## src/design/lsu_pkg.sv

```systemverilog
// lsu_pkg: shared types and constants for the load/store instruction unit.
// assumes a single system clock; operations arrive already decoded.
package lsu_pkg;

  // ****************************************
  // operation codes
  // ****************************************
  typedef enum logic [4:0] {
    LSU_OP_IDLE_INSTRUCTION,
    LSU_OP_INDIRECT_LOAD,
    LSU_OP_INDIRECT_LOAD_INC,
    LSU_OP_INDIRECT_LOAD_DEC,
    LSU_OP_OFFSET_LOAD,
    LSU_OP_DIRECT_LOAD,
    LSU_OP_INDIRECT_WRITE,
    LSU_OP_INDIRECT_WRITE_INC,
    LSU_OP_INDIRECT_WRITE_DEC,
    LSU_OP_OFFSET_WRITE,
    LSU_OP_DIRECT_WRITE,
    LSU_OP_CODE_MEMORY_READ,
    LSU_OP_CODE_MEMORY_WRITE,
    LSU_OP_IO_IN,
    LSU_OP_IO_OUT,
    LSU_OP_PUSH,
    LSU_OP_POP,
    LSU_OP_SLEEP,
    LSU_OP_WATCHDOG_RESTART,
    LSU_OP_BREAK
  } lsu_op_t;

  // pointer pair selects
  localparam logic [1:0] LSU_PTR_FIRST = 2'h0;
  localparam logic [1:0] LSU_PTR_SECOND = 2'h1;
  localparam logic [1:0] LSU_PTR_THIRD = 2'h2;

  // register file indices
  localparam logic [4:0] LSU_REG_ZERO = 5'h00;
  localparam logic [4:0] LSU_REG_ONE = 5'h01;
  localparam logic [4:0] LSU_REG_PTR_BASE = 5'h1a;

  // cycle counts
  localparam int LSU_CYC_DATA = 2;
  localparam int LSU_CYC_CODE = 3;
  localparam int LSU_CYC_SINGLE = 1;

  // reset values
  localparam logic [7:0] LSU_REG_RST = 8'h00;
  localparam logic [15:0] LSU_SP_RST = 16'h08ff;

  // ****************************************
  // carriers
  // ****************************************
  typedef struct packed {
    lsu_op_t op;
    logic [4:0] reg_idx;
    logic [1:0] ptr_sel;
    logic [5:0] disp;
    logic [15:0] addr;
  } lsu_instr_t;

  typedef struct packed {
    logic rd;
    logic wr;
    logic [15:0] addr;
    logic [7:0] wdata;
  } lsu_mem_req_t;

  typedef struct packed {
    logic rd;
    logic wr;
    logic [15:0] addr;
    logic [15:0] wdata;
  } lsu_code_req_t;

endpackage

```

## src/design/lsu_regfile.sv

```systemverilog
// lsu_regfile: 32 x 8 working registers with pointer-pair access.
// assumes one write port per cycle plus one 16-bit pointer write.
`timescale 1ns/100ps
`default_nettype none
module lsu_regfile
  import lsu_pkg::*;
(
  // clock and reset
  input wire logic sys_clk_i,
  input wire logic sys_rst_i,
  // byte write port
  input wire logic we_i,
  input wire logic [4:0] widx_i,
  input wire logic [7:0] wdata_i,
  // pointer write port
  input wire logic pwe_i,
  input wire logic [1:0] psel_i,
  input wire logic [15:0] pdata_i,
  // read ports
  input wire logic [4:0] ridx_i,
  output logic [7:0] rdata_o,
  output logic [7:0] reg_zero_o,
  output logic [7:0] reg_one_o,
  output logic [15:0] ptr0_o,
  output logic [15:0] ptr1_o,
  output logic [15:0] ptr2_o
);

  logic [7:0] regs_r [32];

  // ****************************************
  // storage
  // ****************************************
  genvar gi;
  generate
    for (gi = 0; gi < 32; gi++) begin : g_reg
      localparam logic [4:0] IDX = 5'(gi);
      localparam logic [1:0] PAIR = 2'((gi - 26) / 2);
      // byte port wins over pointer update on same register
      always_ff @(posedge sys_clk_i or posedge sys_rst_i) begin
        if (sys_rst_i) begin
          regs_r[gi] <= LSU_REG_RST;
        end else if (we_i && widx_i == IDX) begin
          regs_r[gi] <= wdata_i;
        end else if (gi >= 26 && pwe_i && psel_i == PAIR) begin
          regs_r[gi] <= (gi % 2 == 0) ? pdata_i[7:0] : pdata_i[15:8];
        end
      end
    end
  endgenerate

  // read muxes
  assign rdata_o = regs_r[ridx_i];
  assign reg_zero_o = regs_r[0];
  assign reg_one_o = regs_r[1];
  assign ptr0_o = {regs_r[27], regs_r[26]};
  assign ptr1_o = {regs_r[29], regs_r[28]};
  assign ptr2_o = {regs_r[31], regs_r[30]};

endmodule
`default_nettype wire

```

## src/design/lsu_cycle_counter.sv

```systemverilog
// lsu_cycle_counter: counts the cycles of a multi-cycle operation.
// assumes start is only pulsed while idle.
`timescale 1ns/100ps
`default_nettype none
module lsu_cycle_counter (
  // clock and reset
  input wire logic sys_clk_i,
  input wire logic sys_rst_i,
  // control
  input wire logic start_i,
  input wire logic [1:0] len_i,
  // status
  output logic busy_o,
  output logic last_o,
  output logic [1:0] step_o
);

  logic [1:0] step_r;
  logic [1:0] len_r;
  logic busy_r;

  // step advances each cycle until the length is reached
  always_ff @(posedge sys_clk_i or posedge sys_rst_i) begin
    if (sys_rst_i) begin
      step_r <= 2'h0;
      len_r <= 2'h0;
      busy_r <= 1'b0;
    end else if (start_i) begin
      step_r <= 2'h1;
      len_r <= len_i;
      busy_r <= len_i > 2'h1;
    end else if (busy_r) begin
      step_r <= step_r + 2'h1;
      busy_r <= (step_r + 2'h1) < len_r;
    end else begin
      step_r <= 2'h0;
    end
  end

  assign busy_o = busy_r;
  assign last_o = busy_r && (step_r + 2'h1) == len_r;
  assign step_o = step_r;

endmodule
`default_nettype wire

```

## src/design/lsu_core.sv

```systemverilog
// lsu_core: executes data-transfer and processor-control operations.
// assumes decoded operations, single-cycle memory answers, no status flags touched.
//
// Overview of operation
// - load pre-decrement via second/third pair: decrement, then read, 2 cycles.
// - offset load reads pointer plus displacement, pointer kept, 2 cycles.
// - load post-increment via third pair: read, then pointer plus one, 2 cycles.
// - direct load reads absolute address into register in 2 cycles.
// - store pre-decrement: decrement pointer, then write at new pointer, 2 cycles.
// - store post-increment: write at pointer, then pointer plus one, 2 cycles.
// - offset store writes at pointer plus displacement, pointer kept, 2 cycles.
// - direct store writes register at absolute address in 2 cycles.
// - code read fetches byte at third pointer, optional increment, 3 cycles.
// - I/O in and out move one register in one cycle.
// - push places source register on stack in 2 cycles.
// - pop takes stack top into destination register in 2 cycles.
// - sleep issues in one cycle and signals the sleep logic.
// - watchdog restart takes one cycle and pulses the watchdog.
// - break is only passed to debug logic, flags untouched.
`timescale 1ns/100ps
`default_nettype none
module lsu_core
  import lsu_pkg::*;
(
  // clock and reset
  input wire logic sys_clk_i,
  input wire logic sys_rst_i,
  // instruction issue
  input wire logic instr_valid_i,
  input var lsu_instr_t instr_i,
  output logic instr_ready_o,
  output logic done_o,
  // data memory
  output lsu_mem_req_t dmem_o,
  input wire logic [7:0] dmem_rdata_i,
  // io space
  output lsu_mem_req_t io_o,
  input wire logic [7:0] io_rdata_i,
  // program memory
  output lsu_code_req_t code_o,
  input wire logic [7:0] code_rdata_i,
  input wire logic code_wr_done_i,
  // control strobes
  output logic sleep_o,
  output logic wdog_restart_o,
  output logic break_o,
  // observation
  output logic [15:0] sp_o,
  output logic [15:0] ptr_third_o
);

  // ****************************************
  // state
  // ****************************************
  typedef enum logic [1:0] {
    S_IDLE,
    S_EXEC,
    S_PROG
  } lsu_state_t;

  lsu_state_t state_r;
  lsu_instr_t cur_r;
  logic [15:0] sp_r;
  lsu_mem_req_t dmem_r;
  lsu_mem_req_t io_r;
  lsu_code_req_t code_r;
  logic sleep_r;
  logic wdog_r;
  logic break_r;
  logic done_r;

  logic [7:0] rdata;
  logic [7:0] reg_zero;
  logic [7:0] reg_one;
  logic [15:0] ptr0;
  logic [15:0] ptr1;
  logic [15:0] ptr2;
  logic [15:0] ptr_sel;
  logic rf_we;
  logic [4:0] rf_widx;
  logic [7:0] rf_wdata;
  logic rf_pwe;
  logic [15:0] rf_pdata;
  logic cnt_start;
  logic [1:0] cnt_len;
  logic cnt_busy;
  logic cnt_last;
  logic [1:0] cnt_step;
  logic issue;
  logic is_load;
  logic is_store;
  logic [15:0] eff_addr;

  // ****************************************
  // submodules
  // ****************************************
  lsu_regfile u_regfile (
    .sys_clk_i(sys_clk_i),
    .sys_rst_i(sys_rst_i),
    .we_i(rf_we),
    .widx_i(rf_widx),
    .wdata_i(rf_wdata),
    .pwe_i(rf_pwe),
    .psel_i(cur_r.ptr_sel),
    .pdata_i(rf_pdata),
    .ridx_i(issue ? instr_i.reg_idx : cur_r.reg_idx),
    .rdata_o(rdata),
    .reg_zero_o(reg_zero),
    .reg_one_o(reg_one),
    .ptr0_o(ptr0),
    .ptr1_o(ptr1),
    .ptr2_o(ptr2)
  );

  lsu_cycle_counter u_counter (
    .sys_clk_i(sys_clk_i),
    .sys_rst_i(sys_rst_i),
    .start_i(cnt_start),
    .len_i(cnt_len),
    .busy_o(cnt_busy),
    .last_o(cnt_last),
    .step_o(cnt_step)
  );

  // ****************************************
  // decode
  // ****************************************
  assign issue = instr_valid_i && instr_ready_o;
  assign instr_ready_o = (state_r == S_IDLE);

  // pointer of the issuing operation
  always_comb begin
    unique case (instr_i.ptr_sel)
      LSU_PTR_FIRST: ptr_sel = ptr0;
      LSU_PTR_SECOND: ptr_sel = ptr1;
      default: ptr_sel = ptr2;
    endcase
  end

  assign is_load = instr_i.op inside {LSU_OP_INDIRECT_LOAD, LSU_OP_INDIRECT_LOAD_INC,
                                      LSU_OP_INDIRECT_LOAD_DEC, LSU_OP_OFFSET_LOAD, LSU_OP_DIRECT_LOAD};
  assign is_store = instr_i.op inside {LSU_OP_INDIRECT_WRITE, LSU_OP_INDIRECT_WRITE_INC,
                                       LSU_OP_INDIRECT_WRITE_DEC, LSU_OP_OFFSET_WRITE, LSU_OP_DIRECT_WRITE};

  // effective data address of the issuing operation
  always_comb begin
    unique case (instr_i.op)
      LSU_OP_INDIRECT_LOAD_DEC, LSU_OP_INDIRECT_WRITE_DEC: eff_addr = ptr_sel - 16'h0001;
      LSU_OP_OFFSET_LOAD, LSU_OP_OFFSET_WRITE: eff_addr = ptr_sel + {10'h000, instr_i.disp};
      LSU_OP_DIRECT_LOAD, LSU_OP_DIRECT_WRITE: eff_addr = instr_i.addr;
      LSU_OP_PUSH: eff_addr = sp_r;
      LSU_OP_POP: eff_addr = sp_r + 16'h0001;
      default: eff_addr = ptr_sel;
    endcase
  end

  // cycle budget per operation
  always_comb begin
    cnt_start = 1'b0;
    cnt_len = 2'(LSU_CYC_SINGLE);
    if (issue) begin
      if (is_load || is_store || instr_i.op inside {LSU_OP_PUSH, LSU_OP_POP}) begin
        cnt_start = 1'b1;
        cnt_len = 2'(LSU_CYC_DATA);
      end else if (instr_i.op == LSU_OP_CODE_MEMORY_READ) begin
        cnt_start = 1'b1;
        cnt_len = 2'(LSU_CYC_CODE);
      end
    end
  end

  // ****************************************
  // sequencing
  // ****************************************
  // single-cycle ops never leave idle; code writes wait on the programmer
  always_ff @(posedge sys_clk_i or posedge sys_rst_i) begin
    if (sys_rst_i) begin
      state_r <= S_IDLE;
    end else begin
      unique case (state_r)
        S_IDLE: begin
          if (cnt_start) begin
            state_r <= S_EXEC;
          end else if (issue && instr_i.op == LSU_OP_CODE_MEMORY_WRITE) begin
            state_r <= S_PROG;
          end
        end
        S_EXEC: begin
          if (cnt_last) begin
            state_r <= S_IDLE;
          end
        end
        S_PROG: begin
          if (code_wr_done_i) begin
            state_r <= S_IDLE;
          end
        end
      endcase
    end
  end

  // latch the operation being executed
  always_ff @(posedge sys_clk_i or posedge sys_rst_i) begin
    if (sys_rst_i) begin
      cur_r <= '0;
    end else if (issue) begin
      cur_r <= instr_i;
    end
  end

  // ****************************************
  // memory requests
  // ****************************************
  // requests issue on the first cycle; data returns for the second
  always_ff @(posedge sys_clk_i or posedge sys_rst_i) begin
    if (sys_rst_i) begin
      dmem_r <= '0;
    end else begin
      dmem_r.rd <= issue && (is_load || instr_i.op == LSU_OP_POP);
      dmem_r.wr <= issue && (is_store || instr_i.op == LSU_OP_PUSH);
      if (issue) begin
        dmem_r.addr <= eff_addr;
        dmem_r.wdata <= rdata;
      end
    end
  end

  // io out writes one cycle after issue; io in reads are driven combinationally at issue
  always_ff @(posedge sys_clk_i or posedge sys_rst_i) begin
    if (sys_rst_i) begin
      io_r <= '0;
    end else begin
      io_r.rd <= 1'b0;
      io_r.wr <= issue && instr_i.op == LSU_OP_IO_OUT;
      if (issue) begin
        io_r.addr <= instr_i.addr;
        io_r.wdata <= rdata;
      end
    end
  end

  // code memory: read held for the fetch, write held until done
  always_ff @(posedge sys_clk_i or posedge sys_rst_i) begin
    if (sys_rst_i) begin
      code_r <= '0;
    end else if (issue && instr_i.op == LSU_OP_CODE_MEMORY_READ) begin
      code_r.rd <= 1'b1;
      code_r.addr <= ptr2;
    end else if (issue && instr_i.op == LSU_OP_CODE_MEMORY_WRITE) begin
      code_r.wr <= 1'b1;
      code_r.addr <= ptr2;
      code_r.wdata <= {reg_one, reg_zero};
    end else if (state_r == S_PROG && code_wr_done_i) begin
      code_r.wr <= 1'b0;
    end else if (cnt_last) begin
      code_r.rd <= 1'b0;
    end
  end

  // ****************************************
  // register writeback
  // ****************************************
  // loads land on the final cycle; io in lands immediately
  always_comb begin
    rf_we = 1'b0;
    rf_widx = cur_r.reg_idx;
    rf_wdata = dmem_rdata_i;
    if (issue && instr_i.op == LSU_OP_IO_IN) begin
      rf_we = 1'b1;
      rf_widx = instr_i.reg_idx;
      rf_wdata = io_rdata_i;
    end else if (state_r == S_EXEC && cnt_last) begin
      if (cur_r.op inside {LSU_OP_INDIRECT_LOAD, LSU_OP_INDIRECT_LOAD_INC, LSU_OP_INDIRECT_LOAD_DEC,
                           LSU_OP_OFFSET_LOAD, LSU_OP_DIRECT_LOAD, LSU_OP_POP}) begin
        rf_we = 1'b1;
      end else if (cur_r.op == LSU_OP_CODE_MEMORY_READ) begin
        rf_we = 1'b1;
        rf_wdata = code_rdata_i;
      end
    end
  end

  // pointer update on final cycle; offset and plain forms leave it alone
  always_comb begin
    rf_pwe = 1'b0;
    rf_pdata = dmem_r.addr;
    if (state_r == S_EXEC && cnt_last) begin
      unique case (cur_r.op)
        LSU_OP_INDIRECT_LOAD_DEC, LSU_OP_INDIRECT_WRITE_DEC: rf_pwe = 1'b1;
        LSU_OP_INDIRECT_LOAD_INC, LSU_OP_INDIRECT_WRITE_INC: begin
          rf_pwe = 1'b1;
          rf_pdata = dmem_r.addr + 16'h0001;
        end
        LSU_OP_CODE_MEMORY_READ: begin
          rf_pwe = cur_r.ptr_sel == LSU_PTR_THIRD; // increment form only
          rf_pdata = code_r.addr + 16'h0001;
        end
        default: rf_pwe = 1'b0;
      endcase
    end
  end

  // ****************************************
  // stack pointer and strobes
  // ****************************************
  // push post-decrements, pop pre-increments
  always_ff @(posedge sys_clk_i or posedge sys_rst_i) begin
    if (sys_rst_i) begin
      sp_r <= LSU_SP_RST;
    end else if (issue && instr_i.op == LSU_OP_PUSH) begin
      sp_r <= sp_r - 16'h0001;
    end else if (issue && instr_i.op == LSU_OP_POP) begin
      sp_r <= sp_r + 16'h0001;
    end
  end

  // one-cycle control strobes; idle instruction touches nothing
  always_ff @(posedge sys_clk_i or posedge sys_rst_i) begin
    if (sys_rst_i) begin
      sleep_r <= 1'b0;
      wdog_r <= 1'b0;
      break_r <= 1'b0;
    end else begin
      sleep_r <= issue && instr_i.op == LSU_OP_SLEEP;
      wdog_r <= issue && instr_i.op == LSU_OP_WATCHDOG_RESTART;
      break_r <= issue && instr_i.op == LSU_OP_BREAK;
    end
  end

  // completion pulse one cycle after the last working cycle
  always_ff @(posedge sys_clk_i or posedge sys_rst_i) begin
    if (sys_rst_i) begin
      done_r <= 1'b0;
    end else begin
      done_r <= (issue && !cnt_start && instr_i.op != LSU_OP_CODE_MEMORY_WRITE)
                || (state_r == S_EXEC && cnt_last)
                || (state_r == S_PROG && code_wr_done_i);
    end
  end

  // ****************************************
  // outputs
  // ****************************************
  assign dmem_o = dmem_r;
  assign io_o = '{rd: issue && instr_i.op == LSU_OP_IO_IN, wr: io_r.wr, addr: issue ? instr_i.addr : io_r.addr,
                  wdata: io_r.wdata};
  assign code_o = code_r;
  assign sleep_o = sleep_r;
  assign wdog_restart_o = wdog_r;
  assign break_o = break_r;
  assign done_o = done_r;
  assign sp_o = sp_r;
  assign ptr_third_o = ptr2;

endmodule
`default_nettype wire

```

## config.mk

```make
export PLATFORM = sky130hd
export DESIGN_NAME = lsu_core
export DESIGN_NICKNAME = d
export VERILOG_FILES = /design/src/design/lsu_pkg.sv /design/src/design/lsu_regfile.sv /design/src/design/lsu_cycle_counter.sv /design/src/design/lsu_core.sv
export SDC_FILE = /design/constraint.sdc
export NUM_CORES = 1
export LEC_CHECK = 0
export ABC_AREA = 1
export BUFFER_PORTS_ARGS = -buffer_cell sky130_fd_sc_hd__buf_4
export CORE_ASPECT_RATIO = 0.8
export CORE_MARGIN = 2
export CORE_UTILIZATION = 55
export CTS_CLUSTER_DIAMETER = 50
export DETAILED_ROUTE_END_ITERATION = 10
export GPL_TIMING_DRIVEN = 0
export PLACE_DENSITY_LB_ADDON = 0.05
export SYNTH_ARGS = -nofsm -noshare
export SYNTH_HDL_FRONTEND = slang
export SYNTH_HIERARCHICAL = 1
export SYNTH_SLANG_ARGS = --single-unit
export TNS_END_PERCENT = 5
```

## constraint.sdc

```tcl
create_clock -name sys_clk_i -period 7.9 [get_ports sys_clk_i]
set_clock_uncertainty 0.1 [all_clocks]
set_input_delay 1.185 -clock sys_clk_i [delete_from_list [all_inputs] [get_ports sys_clk_i]]
set_output_delay 1.185 -clock sys_clk_i [all_outputs]
set_load 0.02 [all_outputs]
```

Yosys cells after proc, flatten, opt, wreduce, memory -nomap -nowiden
Cells that the tools add are included.
- order comparisons: 3
- bitwise logic cells: 2
- multiplexer cells: 57
- $add $sub $neg: 7
- reductions and logical operators: 86
- equal/unequal tests: 71
- operator list (operator ; number):
    8-bit two-way mux ; 18
    5-bit equality test (second input constant) ; 21
    5-bit by 4-bit equality test with 1-bit output (second input constant) ; 18
    16-bit two-way mux ; 5
    16-bit case mux with 5 select lines ; 1
    16-bit case mux with 2 select lines ; 2
    5-bit by 3-bit equality test with 1-bit output (second input constant) ; 11
    1-bit logical AND ; 52
    16-bit by 1-bit adder with 16-bit output (second input constant) ; 3
    8-bit binary-select mux with 5-bit select ; 1
    32-bit two-way mux ; 1
    16-bit by 1-bit subtractor with 16-bit output (second input constant) ; 2
    5-bit by 2-bit equality test with 1-bit output (second input constant) ; 6
    2-bit nonzero test ; 11
    2-bit two-way mux ; 9
    16-bit by 6-bit adder with 16-bit output ; 1
    1-bit two-way mux ; 16
    5-bit by 1-bit equality test with 1-bit output (second input constant) ; 3
    5-bit two-way mux ; 2
    5-bit nonzero test ; 2
    2-bit OR reduction ; 4
    2-bit by 1-bit equality test with 1-bit output (second input constant) ; 3
    6-bit greater-or-equal comparator (second input constant) ; 1
    2-bit zero test ; 3
    other kinds (20) ; 30
- bits in registers: 372
- output and inout bits: 123
- bits of input ports: 62

Logic depth before layout (Yosys ltp)
Gate-level depths: netlist (run 1).
- word-level depth: 11
- mapped depth: 22

Hierarchy
Netlist (run 1), hierarchy kept.
- modules (own cells, without submodules) (module ; times used ; area an instance (sq um) ; cells each):
    lsu_regfile ; 1 ; 12908.6 ; 1640
    lsu_core ; 1 ; 7955.1 ; 1162
    lsu_cycle_counter ; 1 ; 254.0 ; 33

Worst setup path after synthesis (run 1)
Ideal clock, no wire load.
- kind: input port to flip-flop
- start point: input instr_i[33] (netlist name)
- end point: register dmem_r (netlist bit dmem_o[22])
- path slack: 4133 ps
- stages on the path: 20
- library setup time: 116 ps
- data arrival time: 3550 ps
- cells stage by stage: buf_4 -> nor2_1 -> nand3_1 -> nand2_2 -> inv_2 -> buf_2 -> or2_2 -> ha_1 -> a21oi_1 -> nor2_1 -> o21ai_0 -> nand3_1 -> nand2_1 -> nand3_1 -> nand2_1 -> nand2_1 -> nand3_1 -> nand2_1 -> nand2_1 -> nand2_1
- longest elaborated chain between the ends: 3
- elaborated cells between the ends (all ways): 12
- RTL lines (element ; line ; RTL):
    from (decl) ; lsu_core.sv:30 ; input var lsu_instr_t instr_i,
    5-bit by 3-bit equality test with 1-bit output, or another cell as far along ; lsu_core.sv:147 ; unique case (instr_i.op)
    2-bit OR reduction ; lsu_core.sv:147 ;
    16-bit case mux with 5 select lines * ; lsu_core.sv:147 ;
    to (decl) ; lsu_core.sv:64 ; lsu_mem_req_t dmem_r;
Every way passes the cells marked *; elsewhere a longest branch is shown, timed or not.
A chain may end at the register's enable or synchronous reset.

Final worst setup path (run 1)
- start point: input instr_valid_i
- end point: register io_r (netlist bit io_o[1])
- longest elaborated chain between the ends: 6
- RTL lines (element ; line ; RTL):
    from (decl) ; lsu_core.sv:29 ; input wire logic instr_valid_i,
    1-bit logical AND ; lsu_core.sv:128 ; assign issue = instr_valid_i && instr_ready_o;
    5-bit two-way mux ; lsu_core.sv:106 ; .ridx_i(issue ? instr_i.reg_idx : cur_r.reg_idx),
    5-bit NOT with 6-bit output (not written as such) ; lsu_regfile.sv:53 ; assign rdata_o = regs_r[ridx_i];
    8-bit binary-select mux with 5-bit select ; lsu_regfile.sv:53 ;
    8-bit two-way mux (not written as such) (2 in a row) ; lsu_regfile.sv:53 ;
    named net rdata[1] ; lsu_core.sv:72 ; logic [7:0] rdata;
    to (decl) ; lsu_core.sv:65 ; lsu_mem_req_t io_r;
The timed path passes the listed nets, and every way through them passes these cells. The select of a mux whose other input is x is not followed.

==> reports/qor.yml, run 1 <==
clk_path_buf_depth: 3
boundaryPins: 185
wl_per_cell_um: 21.7
whs_ps: 372
grt_pass1_wl_mm: 117
p_total_mw: 7.69
yosysMostFrequentCell: "nand2_1"
drc: 0
start_util: 0.555
p_comb_frac: 0.430
swShare: 0.447
rows: 64
ys_types: 59
critPathCaptureType: "register"
synthesis.nets: 2918
clkPwrFrac: 0.256
grt_max_degree: 85
insertion_delay_ps: 580
post_cts_buffers: 0
fp.coreArea_mm2: 0.0380
synth-seq-area-share: 0.441
yosys.area.top_type: "dfrtp_1"
cts-resized-gates: 0
syn_to_final_growth_pct: 16.7
worstPathMaxFanout: 10
criticalPathCategory: "in -> reg"
drv_slew: 0
synth_area_leaders: "dfrtp_1 (43%), nand2_1 (17%), nand3_1 (8.6%), o21ai_0 (5.9%), buf_4 (3.1%)"
netlist_instances: 2835
gp_congestion: 1.02
clockRootBuffer: "clkbuf_16"
synth-main-ff-cell: "dfrtp_1"
synthTopCellsByCount: "nand2_1 (956), nand3_1 (364), dfrtp_1 (363)"
critPathLaunchType: "input pin"
fin_nets: 3152
fin_cells: 3596
grt_pass1_vias: 19900
synth_edf_count: 0
fin_tns_setup_ps: 0
synth_top_cell_area_share: 0.430
grt.met3_usage: 0.130
drt-initial-drc-count: 2856
switching_power_mw: 3.44
p_seq_frac: 0.314
cp.arrival_ps: 4930
hold_class: "reg -> reg"
die_area_mm2: 0.0400
drive_above_1_share: 0.171
htreeDepth: 2
antenna_found_initial: 2
dpl.hpwl_mm: 59.8
irDropWorstVdd_mv: 0.268
synthArstFlopShare: 1.00
antenna_left: 0
cts_sinks: 372
rsz0062_at_grt: "no"
track_usage: 0.387
period_share: 0.580
powerDensity_mw_per_mm2: 312
fmaxAchievable_mhz: 218
portBuffers: 183
drt_wl_total_mm: 78.1
use_met1: 0.559
ctsHoldBuffers: 0
clk_pin_slew_ps: 60
cts_made_buffers: 42
place_inst: 3520
vias_per_cell: 5.95
dr.pass1.iters: 6
netlist_area_mm2: 0.0211
globalRouteOverflowTotal: 0
grt_busiest_layer: "met1"
crit_required_ps: 8250
max_slew.worst_pin.slew_ps: 1110
dr_total_vias: 21400
fp.dieH_um: 179
setup_viol: 0
intPower_mw: 4.25
max_slew_margin: 0.251
grt_use_met2: 0.547
hold_viol_final: 0
fin_crit_ps: 4580
die_w_um: 223
syn_area_per_cell_um2: 7.45
outcome: "finished, final reports clean"
cap_violations: 0
synth-warning-count: 6
ys_ff_latch: 372
cts_tree: "built"
leakage_nw: 12.1
stage by stage:
stage | worst slack (ps) | utilization | area [um^2]
floorplan | 3240 | - | 21100
global placement | 1730 | 0.608 | 23100
detailed placement | 3060 | 0.612 | 23300
CTS | 3430 | 0.648 | 24600
global route | 3160 | 0.648 | 24600
finish | 3320 | 0.648 | 24600
critical path, cell delays in order:
cell and delay [ps]:
buf_4 110, nand2_1 150, buf_1 600, clkbuf_1 450, o21ai_0 300, inv_2 250, clkbuf_1 680, nand3_1 280
nand3_1 220, nand2_1 150, nand2_1 90, nand2_1 100, nand2_1 110, nand2_1 110, nand2_1 90, nand2_1 60
power by group through the flow:
stage / combinational, mW / clock, mW / sequential, mW
final: 3.31 / 1.97 / 2.41
after global routing: 3.51 / 2.07 / 2.44
after CTS: 3.18 / 1.98 / 2.40
after detailed placement: 3.17 / 0 / 2.43
after global placement: 3.11 / 0 / 2.43
after floorplan: 1.84 / 0 / 2.47
registers in the layout (all words and copies together), names as in the netlist, 9 cells and up:
signal            flops
u_regfile/ptr1_o     16
io_r                 16
sp_o                 16
io_o                  9
code_o               34
dmem_o               18
cur_r                12
u_regfile/ptr2_o     16
u_regfile/regs_r    192
u_regfile/ptr0_o     16
final timing paths:
kind / startpoint / to / slack (ps) / cells past startpoint
setup / recovery: instr_valid_i / io_o[1] / 3320 / 16
hold reg to reg: code_o[7] / code_o[7] / 370 / 2
max in group asynchronous: sys_rst_i / u_regfile/regs_r[55] / 6130 / 4
setup reg to reg: state_r[0] / io_o[1] / 3330 / 17
hold / removal: code_o[7] / code_o[7] / 370 / 2
min in group asynchronous: sys_rst_i / u_counter/step_o[0] / 470 / 2
kinds of logic after synthesis:
family,after synthesis,share of synthesized area
buffers and inverters,423,0.0993
adder cells (fa/ha/maj),21,0.0128
flip-flops,372,0.441
multiplexers,9,0.00427
AO/OA/AOI/OAI,475,0.127
XOR/XNOR,19,0.00788
AND/OR/NAND/NOR,1516,0.307
cell usage in the layout, fill, tap and decap left out, drive strengths merged, types with 3 or more instances in the layout:
master    Yosys  final
o21bai        3      3
nor3         20     20
o31ai         3      3
a211oi        4      4
nor2        132    132
buf         182    372
nand2       970    970
clkinv        2     10
a22oi         8      8
or2           8      8
nand4        10     10
dfrtp       363    363
o22ai        19     19
mux2i         9      9
a21oi        23     23
clkinvlp      0      6
ha           20     20
o21ai       341    341
xor2         16     16
clkbuf       62    116
o211ai       54     54
nand3       370    370
xnor2         3      3
o21a          3      3
dfstp         9      9
a31oi         4      4
inv         177    181
per-layer routing:
metal	wire length (um)	share of wire
met1	32900	0.42
met2	32000	0.41
met3	11000	0.14
met4	2110	0.027
met5	99	0.0013
layout make-up:
cell class / count / area, um^2
fill: 3354 / 13400
multi-input combinational: 2040 / 9700
sequential: 372 / 9320
timing repair buffer: 190 / 1520
buffer: 244 / 1420
clock buffer: 54 / 1170
inverter: 179 / 682
tap: 495 / 619
clock inverter: 20 / 201
antenna: 2 / 5.00
(Power assumes the default switching activity.)
==> inputs of run 2 (changes only) <==
Settings changed: ABC_AREA 1 to 0.
Clock period 7.9 ns to 3.8 ns, I/O delays scaled along.
==> run 2 against run 1 <==
  * Core utilization increased by 1.1 points
  * First-iteration DRC count shrank 42%
  * Non-clock buffer count decreased by 32
  * Area after synthesis about the same
  * Largest power group is now clock
  * Sequential share of layout area shrank 0.63 points
  * Synthesized cell count decreased by 35%
  * Global-route usage down 3.9 points
  * Combinational power decreased by 88%
  * Register-to-register slack got worse by 3300 ps
  * Clock power is 120% higher
  * The run now ends with setup timing left
  * Total power grew 12%
  * Cell area increased by 1.7%
==> reports/qor.yml, run 2 <==
outcome: "finished, violations left"  # was finished, final reports clean
violations: "setup timing"
placed_area_mm2: 0.0233  # about the same
crit_top_cell: "nand2_1"  # unchanged
yosysMostFrequentCell: "dfrtp_1"  # was nand2_1
ys_types: 84  # was 59
insertion_delay_ps: 560  # was 580 ps
p_total_mw: 8.64  # was 7.69 mW
synth_area_leaders: "dfrtp_1 (43%), mux2_2 (18%), mux4_2 (8.5%), nand2_1 (3.9%), buf_4 (3.1%)"  # was dfrtp_1 (43%), nand2_1 (17%), nand3_1 (8.6%), o21ai_0 (5.9%), buf_4 (3.1%)
hold_viol_final: 0  # unchanged
globalRouteOverflowTotal: 0  # unchanged
cp_slowest_cell: "mux4_2"  # was clkbuf_1
wl_per_cell_um: 26.5  # was 21.7 um
fp.dieH_um: 179  # about the same
die_w_um: 223  # about the same
max_slew.worst_pin.slew_ps: 1130  # was 1110 ps
n_antenna_cell: 0  # was 2
syn_area_per_cell_um2: 11.4  # was 7.45 um^2
powerDensity_mw_per_mm2: 345  # was 312 mW/mm^2
reg2regPathDepth: 14  # was 17
fin_ws_ps: -12.8  # was 3320 ps
cpPeakStageDelay_ps: 540  # was 680 ps
synthArstFlopShare: 1.00  # unchanged
hold_class: "in -> reg"  # was reg -> reg
clk_pin_slew_ps: 60  # about the same
criticalPathCategory: "reg -> reg"  # was in -> reg
rsz0062_at_grt: "yes"  # was no
netlist_area_mm2: 0.0211  # about the same
fp.coreArea_mm2: 0.0380  # unchanged
synth-seq-area-share: 0.441  # about the same
synthesis.nets: 1934  # was 2918
grt_pass1_wl_mm: 102  # was 117 mm
antenna_found_initial: 3  # was 2
irDropWorstVdd_mv: 0.332  # was 0.268 mV
drt-initial-drc-count: 1658  # was 2856
final_common_cell: "dfrtp_1"  # was nand2_1
leakage_nw: 12.1  # about the same
start_util: 0.556  # was 0.555
fmaxAchievable_mhz: 262
fin_util: 0.659  # was 0.648
dr.pass1.iters: 6  # unchanged
cts_tree: "built"  # unchanged
critPathCapture: "io_o[1]"  # unchanged
grt_max_degree: 60  # was 85
vias_per_cell: 6.30  # was 5.95
critPathCaptureType: "register"  # unchanged
gp_congestion: 0.958  # was 1.02
fillers: 2995  # was 3354
synthTopCellsByCount: "dfrtp_1 (363), mux2_2 (343), nand2_1 (218)"  # was nand2_1 (956), nand3_1 (364), dfrtp_1 (363)
reg2reg_to: "io_o[1]"  # unchanged
fin_nets: 2169  # was 3152
seq_area_mm2: 0.00932  # about the same
cp.arrival_ps: 4160  # was 4930 ps
fin_crit_ps: 3810
grt_pass1_vias: 15600  # was 19900
period_share: 1.00
die_area_mm2: 0.0400  # about the same
portBuffers: 181  # was 183
cp-startpoint: "state_r[1]"  # was instr_valid_i
yosys.area.top_type: "dfrtp_1"  # unchanged
setup_viol: 1  # was 0
dr_total_vias: 16400  # was 21400
boundaryPins: 185  # unchanged
ff2ff_setup_slack_ps: -10  # was 3330 ps
largest_register: "u_regfile/regs_r"  # unchanged
synth-main-ff-cell: "dfrtp_1"  # unchanged
htreeDepth: 2  # unchanged
worstPathMaxFanout: 11  # was 10
antenna_left: 0  # unchanged
syn_to_final_growth_pct: 18.6  # was 16.7%
drive_above_1_share: 0.426  # was 0.171
r2r-start: "state_r[1]"  # was state_r[0]
cap_violations: 0  # unchanged
track_usage: 0.348  # was 0.387
cts_sinks: 372  # unchanged
multi_input_area_mm2: 0.0107  # was 0.00970 mm^2
crit_required_ps: 4150  # was 8250 ps
dpl.hpwl_mm: 51.2  # was 59.8 mm
netlist_instances: 1851  # was 2835
ys_ff_latch: 372  # unchanged
rows: 64  # unchanged
clockRootBuffer: "clkbuf_16"  # unchanged
fin_tns_setup_ps: -12.8  # was 0 ps
drv_slew: 0  # unchanged
critPathLaunchType: "register"  # was input pin
clk_path_buf_depth: 3  # unchanged
largest_reg_flops: 192  # unchanged
synth_edf_count: 0  # unchanged
synth-warning-count: 6  # unchanged
synth_top_cell_area_share: 0.430  # about the same
fin_area_mm2: 0.0251  # was 0.0246 mm^2
drc: 0  # unchanged
drt_wl_total_mm: 69.3  # was 78.1 mm
most-common-layout-cells: "dfrtp_1 (362), mux2_2 (343), buf_4 (272), nand2_1 (197), nor2_1 (90)"  # was nand2_1 (956), nand3_1 (364), dfrtp_1 (363), buf_4 (270), o21ai_0 (251)
max_slew_margin: 0.245  # was 0.251
crit_chain: "inv_1 -> ha_2 -> nand2_1 -> buf_4 -> clkbuf_8 -> buf_6 -> nand2_1 -> nand2_2 -> buf_2 -> mux4_2 -> mux4_2 -> mux2_2 -> nand2_1 -> nand2_1"  # was buf_4 -> nand2_1 -> buf_1 -> clkbuf_1 -> o21ai_0 -> inv_2 -> clkbuf_1 -> nand3_1 -> nand3_1 -> nand2_1 -> nand2_1 -> nand2_1 -> nand2_1 -> nand2_1 -> nand2_1 -> nand2_1
cts_made_buffers: 43  # was 42
==> run 2: cell count changes after synthesis, sizes merged, moves of 20 or more <==
| cell | previous run | this run |
|---|---|---|
| nand2 | 970 | 218 |
| mux2 | 0 | 350 |
| nand3 | 370 | 27 |
| o21ai | 341 | 78 |
| inv | 177 | 29 |
| mux4 | 0 | 80 |
| buf | 182 | 130 |
| o211ai | 54 | 6 |
| a21oi | 23 | 58 |
| nor2 | 132 | 98 |
| mux2i | 9 | 40 |
| a221oi | 2 | 22 |
| clkbuf | 62 | 82 |
==> run 2: what timing repair did <==
item,CTS,global route
pin swaps,1,1
hold buffers,1,0
buffers inserted,2,5
resized for setup,68,55
endpoints found under the hold margin,22,0
endpoints found under the setup margin,288,271
==> run 2: how the worst min path moves through the flow <==
stage	slack [ps]	start	end	cells past startpoint
CTS	130	instr_i[24]	cur_r[24]	3
global route	150	instr_i[12]	io_r[20]	3
global placement	350	io_r[12]	io_r[12]	2
floorplan	250	sys_rst_i	u_counter/busy_o	1
detailed placement	360	io_r[8]	io_r[8]	2
finish	140	instr_i[0]	io_r[8]	3
==> run 2: layout make-up <==
cell class | instances | area share
plain buffers | 206 | 0.0525
repair buffers | 196 | 0.0629
clock inverters | 17 | 0.00924
multi-input cells | 1238 | 0.425
clock buffers | 59 | 0.0486
flip-flops and latches | 372 | 0.372
inverters | 29 | 0.00469
well taps | 495 | 0.0247
==> run 2: cells by family after synthesis <==
family	synth area share
AOI/OAI and AO/OA	0.0774
xor gates and xnor gates	0.0137
adders and majority gates	0.0128
buffers and inverters	0.0610
DFF	0.441
muxes	0.291
and+or+nand+nor	0.104
==> run 2: stage by stage <==
| stage | setup slack (ps) | hold slack [ps] | cells |
|---|---|---|---|
| 2_1_floorplan | -242 | 249 | 1851 |
| 3_3_place_gp | -1790 | 354 | 2527 |
| 3_5_place_dp | -1610 | 359 | 2534 |
| 4_1_cts | -167 | 127 | 2609 |
| 5_1_grt | -201 | 148 | 2612 |
| 6_report | -12.8 | 142 | 2612 |
==> run 2: per-layer routing <==
| metal | GRT usage | wire [um] | vias to the layer above |
|---|---|---|---|
| met5 | 0.0108 | 69 | - |
| met4 | 0.0744 | 1280 | 4 |
| met3 | 0.0910 | 7150 | 95 |
| met2 | 0.486 | 28700 | 797 |
| met1 | 0.541 | 32100 | 8435 |
| li1 | - | - | 7118 |
==> run 2: where the power goes <==
group | switching, mW | internal [mW]
Clock | 1.74 | 2.54
Sequential | 0.00394 | 3.97
Combinational | 0.273 | 0.126
==> run 2: critical path, delay by kind of cell, from the launching register on <==
family,cells,cell delay [ps]
and+or+nand+nor,5,650
muxes,3,1270
adders and majority gates,1,210
DFF,1,380
buffers and inverters,5,1060
